$ cat src/hdl/i2c_clr_pkg.sv
// Constants, types and decode helper for the interrupt read-clear block
// Overview of operation
// - Reading overflow-clear register clears bit 3
// - Reading read-request-clear register clears bit 5
// - Abort-clear read clears bit 6, abort record
// - Abort-clear read releases flushed transmit FIFO
// - Abort record bit 9 keeps own clearing
// - Reading receive-done-clear register clears bit 7
// - Activity clears on read only when idle
// - Activity self-clears when disabled and idle
// - Activity-clear read returns bit 8 value
// - Clear registers 16 bits, bit 0 only
package i2c_clr_pkg;

  localparam int unsigned ADDR_W    = 32;
  localparam int unsigned DATA_W    = 16;
  localparam int unsigned NUM_FLAGS = 6;

  typedef logic [ADDR_W-1:0] addr_t;
  typedef logic [DATA_W-1:0] reg16_t;

  // Flag indices inside the flag vector
  localparam int unsigned IDX_TX_OVER  = 0;
  localparam int unsigned IDX_RD_REQ   = 1;
  localparam int unsigned IDX_TRANSMIT_ABORT_FLAG  = 2;
  localparam int unsigned IDX_RX_DONE  = 3;
  localparam int unsigned IDX_ACTIVITY = 4;
  localparam int unsigned IDX_STOP_DETECT_FLAG = 5;

  // Byte addresses of the read-clear registers
  localparam addr_t TX_OVERFLOW_FLAG_CLEAR_ADDR  = 32'h5000134C;
  localparam addr_t READ_REQUEST_FLAG_CLEAR_ADDR = 32'h50001350;
  localparam addr_t TX_ABORT_FLAG_CLEAR_ADDR     = 32'h50001354;
  localparam addr_t RECEIVE_DONE_FLAG_CLEAR_ADDR = 32'h50001358;
  localparam addr_t BUS_ACTIVITY_FLAG_CLEAR_ADDR = 32'h5000135C;
  localparam addr_t STOP_DETECT_FLAG_CLEAR_ADDR  = 32'h50001360;
  // Flag view and interrupt mask
  localparam addr_t RAW_STATUS_ADDR              = 32'h500013F0;
  localparam addr_t IRQ_MASK_ADDR                = 32'h500013F4;

  localparam addr_t CLR_ADDR [NUM_FLAGS] = '{
    TX_OVERFLOW_FLAG_CLEAR_ADDR,
    READ_REQUEST_FLAG_CLEAR_ADDR,
    TX_ABORT_FLAG_CLEAR_ADDR,
    RECEIVE_DONE_FLAG_CLEAR_ADDR,
    BUS_ACTIVITY_FLAG_CLEAR_ADDR,
    STOP_DETECT_FLAG_CLEAR_ADDR
  };

  // Flag positions in the raw interrupt status word
  localparam int unsigned TX_OVER_BIT  = 3;
  localparam int unsigned RD_REQ_BIT   = 5;
  localparam int unsigned TRANSMIT_ABORT_FLAG_BIT  = 6;
  localparam int unsigned RX_DONE_BIT  = 7;
  localparam int unsigned ACTIVITY_BIT = 8;
  localparam int unsigned STOP_DETECT_FLAG_BIT = 9;

  localparam int unsigned FLAG_POS [NUM_FLAGS] = '{
    TX_OVER_BIT, RD_REQ_BIT, TRANSMIT_ABORT_FLAG_BIT,
    RX_DONE_BIT, ACTIVITY_BIT, STOP_DETECT_FLAG_BIT
  };

  // Functional bit of every clear register
  localparam int unsigned CLR_BIT = 0;
  // Abort record bit with its own clearing condition
  localparam int unsigned ABRT_KEEP_BIT = 9;

  localparam reg16_t CLR_REG_RESET    = 16'h0000;
  localparam reg16_t RAW_STATUS_RESET = 16'h0000;
  localparam reg16_t IRQ_MASK_RESET   = 16'h0000;
  localparam reg16_t ABRT_SRC_RESET   = 16'h0000;
  localparam reg16_t RDATA_RESET      = 16'h0000;
  localparam logic   FLAG_RESET       = 1'b0;

  typedef enum logic {
    TXF_OPEN    = 1'b0,
    TXF_FLUSHED = 1'b1
  } txf_state_t;

  function automatic logic addr_hit(input addr_t a, input addr_t r);
    return a == r;
  endfunction

endpackage // i2c_clr_pkg

$ cat src/hdl/clr_access_if.sv
// Decoded register accesses passed from decoder to core
`timescale 1ns/100ps
interface clr_access_if;
  import i2c_clr_pkg::*;

  logic [NUM_FLAGS-1:0] clr_rd_hit;
  logic                 raw_rd_hit;
  logic                 raw_wr_hit;
  logic                 mask_rd_hit;
  logic                 mask_wr_hit;

  modport dec (
    output clr_rd_hit,
    output raw_rd_hit,
    output raw_wr_hit,
    output mask_rd_hit,
    output mask_wr_hit
  );

  modport core (
    input clr_rd_hit,
    input raw_rd_hit,
    input raw_wr_hit,
    input mask_rd_hit,
    input mask_wr_hit
  );
endinterface // clr_access_if

$ cat src/hdl/clr_decode.sv
// Address decoder for the read-clear register group
`timescale 1ns/100ps
module clr_decode (
  input  wire i2c_clr_pkg::addr_t bus_addr, // Byte address
  input  wire logic               bus_wr,   // Write strobe
  input  wire logic               bus_rd,   // Read strobe
  clr_access_if.dec               acc       // Decoded hits
);
  import i2c_clr_pkg::*;

  // Clear registers react to reads only
  genvar g;
  generate
    for (g = 0; g < NUM_FLAGS; g++) begin : g_clr
      assign acc.clr_rd_hit[g] = bus_rd && addr_hit(bus_addr, CLR_ADDR[g]);
    end
  endgenerate

  assign acc.raw_rd_hit  = bus_rd && addr_hit(bus_addr, RAW_STATUS_ADDR);
  assign acc.raw_wr_hit  = bus_wr && addr_hit(bus_addr, RAW_STATUS_ADDR);
  assign acc.mask_rd_hit = bus_rd && addr_hit(bus_addr, IRQ_MASK_ADDR);
  assign acc.mask_wr_hit = bus_wr && addr_hit(bus_addr, IRQ_MASK_ADDR);

endmodule // clr_decode

$ cat src/hdl/i2c_irq_clear.sv
// Read-to-clear interrupt flags, abort record and FIFO release logic
`timescale 1ns/100ps
module i2c_irq_clear (
  input  wire logic                core_clk,         // Clock, 50 MHz
  input  wire logic                reset,            // Async reset, high
  input  wire i2c_clr_pkg::addr_t  bus_addr,         // Register address
  input  wire i2c_clr_pkg::reg16_t bus_wdata,        // Write data
  input  wire logic                bus_wr,           // Write strobe
  input  wire logic                bus_rd,           // Read strobe
  output      i2c_clr_pkg::reg16_t bus_rdata,        // Read data, next cycle
  input  wire logic                tx_over_evt,      // Transmit overflow
  input  wire logic                rd_req_evt,       // Read request
  input  wire logic                transmit_abort_flag_evt,      // Transmit abort
  input  wire i2c_clr_pkg::reg16_t abort_cause,      // Abort causes
  input  wire logic                rx_done_evt,      // Receive done
  input  wire logic                activity_evt,     // Bus activity seen
  input  wire logic                stop_detect_flag_evt,     // Stop detected
  input  wire logic                ctrl_enable,      // Controller enabled
  input  wire logic                bus_active,       // Controller busy
  input  wire logic                abort_keep_clear, // Clears record bit 9
  output      i2c_clr_pkg::reg16_t raw_interrupt_status, // Flag word
  output      i2c_clr_pkg::reg16_t abort_source_record,  // Abort record
  output logic                     tx_fifo_flushed,  // FIFO held flushed
  output logic                     irq               // Level interrupt
);
  import i2c_clr_pkg::*;

  clr_access_if acc ();

  clr_decode u_decode (
    .bus_addr (bus_addr),
    .bus_wr   (bus_wr),
    .bus_rd   (bus_rd),
    .acc      (acc.dec)
  );

  logic [NUM_FLAGS-1:0] flag_ff;
  logic [NUM_FLAGS-1:0] nxt_flag;
  logic [NUM_FLAGS-1:0] evt_vec;
  logic [NUM_FLAGS-1:0] rd_clr;
  logic [NUM_FLAGS-1:0] w1c_clr;
  logic [NUM_FLAGS-1:0] clr_ok;
  logic [NUM_FLAGS-1:0] hw_clr;
  reg16_t               raw_word;
  reg16_t               flag_mask;
  reg16_t               mask_ff;
  reg16_t               abrt_src_ff;
  reg16_t               nxt_abrt_src;
  reg16_t               rdata_ff;
  reg16_t               rd_val;
  txf_state_t           txf_ff;
  txf_state_t           nxt_txf;
  logic                 idle;
  logic                 abrt_clr_rd;

  // Event vector in flag-index order
  always_comb begin
    evt_vec               = '0;
    evt_vec[IDX_TX_OVER]  = tx_over_evt;
    evt_vec[IDX_RD_REQ]   = rd_req_evt;
    evt_vec[IDX_TRANSMIT_ABORT_FLAG]  = transmit_abort_flag_evt;
    evt_vec[IDX_RX_DONE]  = rx_done_evt;
    evt_vec[IDX_ACTIVITY] = activity_evt;
    evt_vec[IDX_STOP_DETECT_FLAG] = stop_detect_flag_evt;
  end

  assign idle        = !bus_active;
  assign abrt_clr_rd = acc.clr_rd_hit[IDX_TRANSMIT_ABORT_FLAG];

  // Which clears are allowed right now
  always_comb begin
    clr_ok               = '1;
    hw_clr               = '0;
    clr_ok[IDX_ACTIVITY] = idle;
    hw_clr[IDX_ACTIVITY] = !ctrl_enable && idle;
  end

  // Software clear sources
  genvar g;
  generate
    for (g = 0; g < NUM_FLAGS; g++) begin : g_flag
      assign rd_clr[g]  = acc.clr_rd_hit[g] && clr_ok[g];
      assign w1c_clr[g] = acc.raw_wr_hit && bus_wdata[FLAG_POS[g]]
                          && clr_ok[g];
      // Set wins over any clear
      assign nxt_flag[g] = evt_vec[g] ||
                           (flag_ff[g] && !(rd_clr[g] || w1c_clr[g] ||
                                            hw_clr[g]));

      always_ff @(posedge core_clk or posedge reset) begin
        if (reset) begin
          flag_ff[g] <= FLAG_RESET;
        end else begin
          flag_ff[g] <= nxt_flag[g];
        end
      end
    end
  endgenerate

  // Flag word and its implemented-bit mask
  always_comb begin
    raw_word  = RAW_STATUS_RESET;
    flag_mask = '0;
    for (int i = 0; i < NUM_FLAGS; i++) begin
      raw_word[FLAG_POS[i]]  = flag_ff[i];
      flag_mask[FLAG_POS[i]] = 1'b1;
    end
  end

  assign raw_interrupt_status = raw_word;

  // Abort record update
  always_comb begin
    nxt_abrt_src = abrt_src_ff;
    if (abrt_clr_rd) begin
      nxt_abrt_src = abrt_src_ff & (16'h0001 << ABRT_KEEP_BIT);
    end
    if (abort_keep_clear) begin
      nxt_abrt_src[ABRT_KEEP_BIT] = 1'b0;
    end
    if (transmit_abort_flag_evt) begin
      nxt_abrt_src = nxt_abrt_src | abort_cause;
    end
  end

  always_ff @(posedge core_clk or posedge reset) begin
    if (reset) begin
      abrt_src_ff <= ABRT_SRC_RESET;
    end else begin
      abrt_src_ff <= nxt_abrt_src;
    end
  end

  assign abort_source_record = abrt_src_ff;

  // Transmit FIFO hold after an abort
  always_comb begin
    case (txf_ff)
      TXF_OPEN: begin
        nxt_txf = transmit_abort_flag_evt ? TXF_FLUSHED : TXF_OPEN;
      end
      TXF_FLUSHED: begin
        nxt_txf = (abrt_clr_rd && !transmit_abort_flag_evt) ? TXF_OPEN : TXF_FLUSHED;
      end
      default: begin
        nxt_txf = TXF_OPEN;
      end
    endcase
  end

  always_ff @(posedge core_clk or posedge reset) begin
    if (reset) begin
      txf_ff <= TXF_OPEN;
    end else begin
      txf_ff <= nxt_txf;
    end
  end

  assign tx_fifo_flushed = (txf_ff == TXF_FLUSHED);

  // Interrupt mask register
  always_ff @(posedge core_clk or posedge reset) begin
    if (reset) begin
      mask_ff <= IRQ_MASK_RESET;
    end else if (acc.mask_wr_hit) begin
      mask_ff <= bus_wdata & flag_mask;
    end
  end

  assign irq = |(raw_word & mask_ff);

  // Read data selection
  always_comb begin
    rd_val = CLR_REG_RESET;
    for (int i = 0; i < NUM_FLAGS; i++) begin
      if (acc.clr_rd_hit[i]) begin
        rd_val[CLR_BIT] = flag_ff[i];
      end
    end
    if (acc.raw_rd_hit) begin
      rd_val = raw_word;
    end
    if (acc.mask_rd_hit) begin
      rd_val = mask_ff;
    end
  end

  // Read data stand one cycle only
  always_ff @(posedge core_clk or posedge reset) begin
    if (reset) begin
      rdata_ff <= RDATA_RESET;
    end else if (bus_rd) begin
      rdata_ff <= rd_val;
    end else begin
      rdata_ff <= RDATA_RESET;
    end
  end

  assign bus_rdata = rdata_ff;

endmodule // i2c_irq_clear

$ cat config.mk
export PLATFORM = sky130hd
export DESIGN_NAME = i2c_irq_clear
export DESIGN_NICKNAME = d
export VERILOG_FILES = /design/src/hdl/i2c_clr_pkg.sv /design/src/hdl/clr_access_if.sv /design/src/hdl/clr_decode.sv /design/src/hdl/i2c_irq_clear.sv
export SDC_FILE = /design/constraint.sdc
export NUM_CORES = 1
export LEC_CHECK = 0
export BUFFER_PORTS_ARGS = -buffer_cell sky130_fd_sc_hd__buf_4
export CELL_PAD_IN_SITES_DETAIL_PLACEMENT = 1
export CELL_PAD_IN_SITES_GLOBAL_PLACEMENT = 1
export CORE_MARGIN = 3
export CORE_UTILIZATION = 30
export DETAILED_ROUTE_END_ITERATION = 7
export GPL_TIMING_DRIVEN = 0
export PLACE_DENSITY = 0.79
export SYNTH_ARGS = -nofsm -noshare
export SYNTH_HDL_FRONTEND = slang
export SYNTH_SLANG_ARGS = --single-unit
$ cat constraint.sdc
create_clock -name core_clk -period 1.4 [get_ports core_clk]
set_input_delay 0 -clock core_clk [delete_from_list [all_inputs] [get_ports core_clk]]
set_output_delay 0 -clock core_clk [all_outputs]
set_load 0.1 [all_outputs]
==> impl_metrics.ini <==
[die]
row_count = 28
die_x_um = 85.9
dieArea_mm2 = 0.00738
start_util = 0.316
coreArea_mm2 = 0.00606
ios = 127
fp.dieH_um = 85.9

[yosys]
synth-edff-count = 0
ys_ff_latch = 36
synth_most_common_cell = dfrtp_1
synth_largest_area_cell = dfrtp_1
synthDistinctLibCells = 42
synth-seq-area-share = 0.471
synth_cells = 181
ys_warn_count = 0
synthFlopType = dfrtp_1
avgSynthCellArea_um2 = 10.6
synthTopCellsByArea = dfrtp_1 47%, buf_4 7.5%, a22o_1 6.9%
syn-cell-area_mm2 = 0.00191
yosys-top-cells-count = 36 x dfrtp_1, 19 x buf_4, 15 x a22o_1
synth_top_cell_area_share = 0.471
synthArstFlopShare = 1.00

[final_layout]
fin_nets = 411
drive_gt1_frac = 0.451
antenna_cells = 0
fillers = 685
multi_input_area_um2 = 907
area_delta_synth_final_pct = 74.2
regArea_um2 = 913

[routing]
finalWirelength_um = 6550
drc = 0
antenna_left = 0
post_drt_via_cell_ratio = 4.82
firstDrtPassIters = 5
drt_iter0_drc = 30
avgRoutedWirePerCell_um = 16.0
via_count = 1976

[global_routing]
antenna_found_initial = 0
grt_max_degree = 20
grt_pass1_vias = 2119
grt_usage = 0.175
grt_pass1_wl_um = 10200
grt_overflow = 0

[setup_path]
reg2reg_slack_ns = 0.10
cp_max_fo = 10
crit_buf_inv = 2
rr_worst_depth = 4
start_kind = input pin
critPathSlowestCell = or3_4
cp.arrival_ns = 1.52
crit_type = input pin to register
end_kind = register
worstPathCellList = buf_4 -> nand4bb_4 -> or3_4 -> or3_4 -> buf_6 -> a22o_1
timing.rr.start = raw_interrupt_status[6]
crit_top_cell = or3_4
worstPathRequired_ns = 1.56
worstReg2RegEnd = bus_rdata[0]
cpLargestDelayFamily = simple AND/OR/NAND/NOR gates
max_stage_delay_ns = 0.45

[clocking]
cts.sinks = 36
cts.clk_slew.worst_paths_ns = 0.07
cts_buffers = 5
cts_tree = done
h-tree-depth = 2
clockBufferDepth = 2
cts_root_buf = clkbuf_8
clkLatencyLatePin_ns = 0.28

[pwr]
power_density_mw_per_mm2 = 807
p_leak_nw = 1.60
total_power_mw = 2.69
peakVddDrop_uv = 547

[hold_path]
hold_depth = 3
worstHoldStart = rd_req_evt
hold_end = raw_interrupt_status[5]
holdCritPathClass = input pin to register

[placement]
portBuffers = 96
place_congestion = 0.839

[status]
outcome = completed

[timing]
max_freq_mhz = 737
hold_viol_final = 0
slew_viol_final = 0
tightest_slew_ns = 0.821
finClkSkew_ns = 0.00511
setup_viol = 0
period_minus_slack_ns = 1.36
slew_headroom = 0.452
timing.setup.tns_ns = 0
finalCritPeriodShare = 0.970

[job]
drv_cap = 0
## metal layers
metal,vias to the layer above,track usage,part of all wire
met5,-,0,0
met2,59,0.314,0.54
met1,962,0.220,0.41
met3,7,0.0279,0.040
met4,0,0.0403,0.011
li1,948,-,-
## final cells by class
| class | instances | area share |
|---|---|---|
| inverter | 7 | 0.00788 |
| clock inverter | 1 | 0.00900 |
| timing repair buffer | 130 | 0.325 |
| clock buffer | 7 | 0.0289 |
| tap | 75 | 0.0281 |
| buffer | 28 | 0.0555 |
| multi-input combinational | 126 | 0.272 |
| sequential | 36 | 0.274 |
## kinds of logic after synthesis
logic type / Yosys count / synth area share
other: 1 / 0.00196
muxes: 11 / 0.0614
buffers and inverters: 37 / 0.118
and+or+nand+nor: 59 / 0.194
AOI/OAI and AO/OA: 37 / 0.154
DFF: 36 / 0.471
## per-stage QoR
step | area, µm² | util | hold WS, ns | instances | setup slack, ns
detailed placement | 2840 | 0.469 | 0.209 | 371 | -0.543
CTS | 3300 | 0.545 | 0.00583 | 410 | 0.0146
floorplan | 2000 | - | 0.0964 | 199 | -0.0361
global route | 3340 | 0.550 | 0.00148 | 410 | -0.000194
global placement | 2810 | 0.464 | 0.190 | 370 | -0.444
finish | 3340 | 0.550 | 0.0201 | 410 | 0.0427
## where the power goes
group          switching (mW)  internal (mW)
combinational           0.395          0.256
sequential            0.00571           1.04
clock                   0.363          0.629
total                   0.763           1.93
## placed cells by master (no fill, tap or decap), types with 2 or more instances in the layout
cell and instances:
buf_4 117, dfrtp_1 30, dlygate4sd3_1 30, conb_1 19
a22o_1 15, nor2_1 9, nor4b_1 7, clkbuf_1 7
inv_1 7, nand2_1 7, clkbuf_8 7, nor4_1 6
mux2_2 6, mux2i_1 5, nand3_1 5, nand4_1 4
nor3_1 4, dfrtp_2 4, a21oi_1 3, o31ai_1 3
o21bai_1 3, or3_4 2, nand2b_1 2, nor4bb_1 2
a22oi_2 2, dfrtp_4 2
## worst max-delay path by stage
stage                            start                 endpoint  slack [ns]  cells past startpoint
2_1_floorplan              bus_addr[7]  abort_source_record[10]       -0.04                      6
3_3_place_gp              bus_addr[31]               mask_ff[7]       -0.44                      5
3_5_place_dp              bus_addr[13]               mask_ff[8]       -0.54                      5
4_1_cts        raw_interrupt_status[5]                      irq        0.01                      3
5_1_grt                    bus_addr[4]               mask_ff[5]     -0.0002                      7
6_report                   bus_addr[7]  abort_source_record[11]        0.04                      6
## registers in the layout, indices dropped and copies added (netlist names)
name and count:
abort_source_record 16, bus_rdata 7, mask_ff 6, raw_interrupt_status 6, tx_fifo_flushed 1
## worst register-to-register path: cells and delay by family (launching register included)
kind	cells	cell delay, ns
AOI/OAI and AO/OA	3	0.70
DFF	1	0.45
and+or+nand+nor	1	0.08
## what timing repair did
item | in CTS | in global routing
pin swaps | 2 | 1
gates resized for setup | 4 | 5
hold endpoints to repair | 45 | 0
hold buffers | 30 | 0
endpoints found under the setup margin | 23 | 13
setup buffers | 2 | 1
Note: power is estimated with default switching activity, not from simulation.
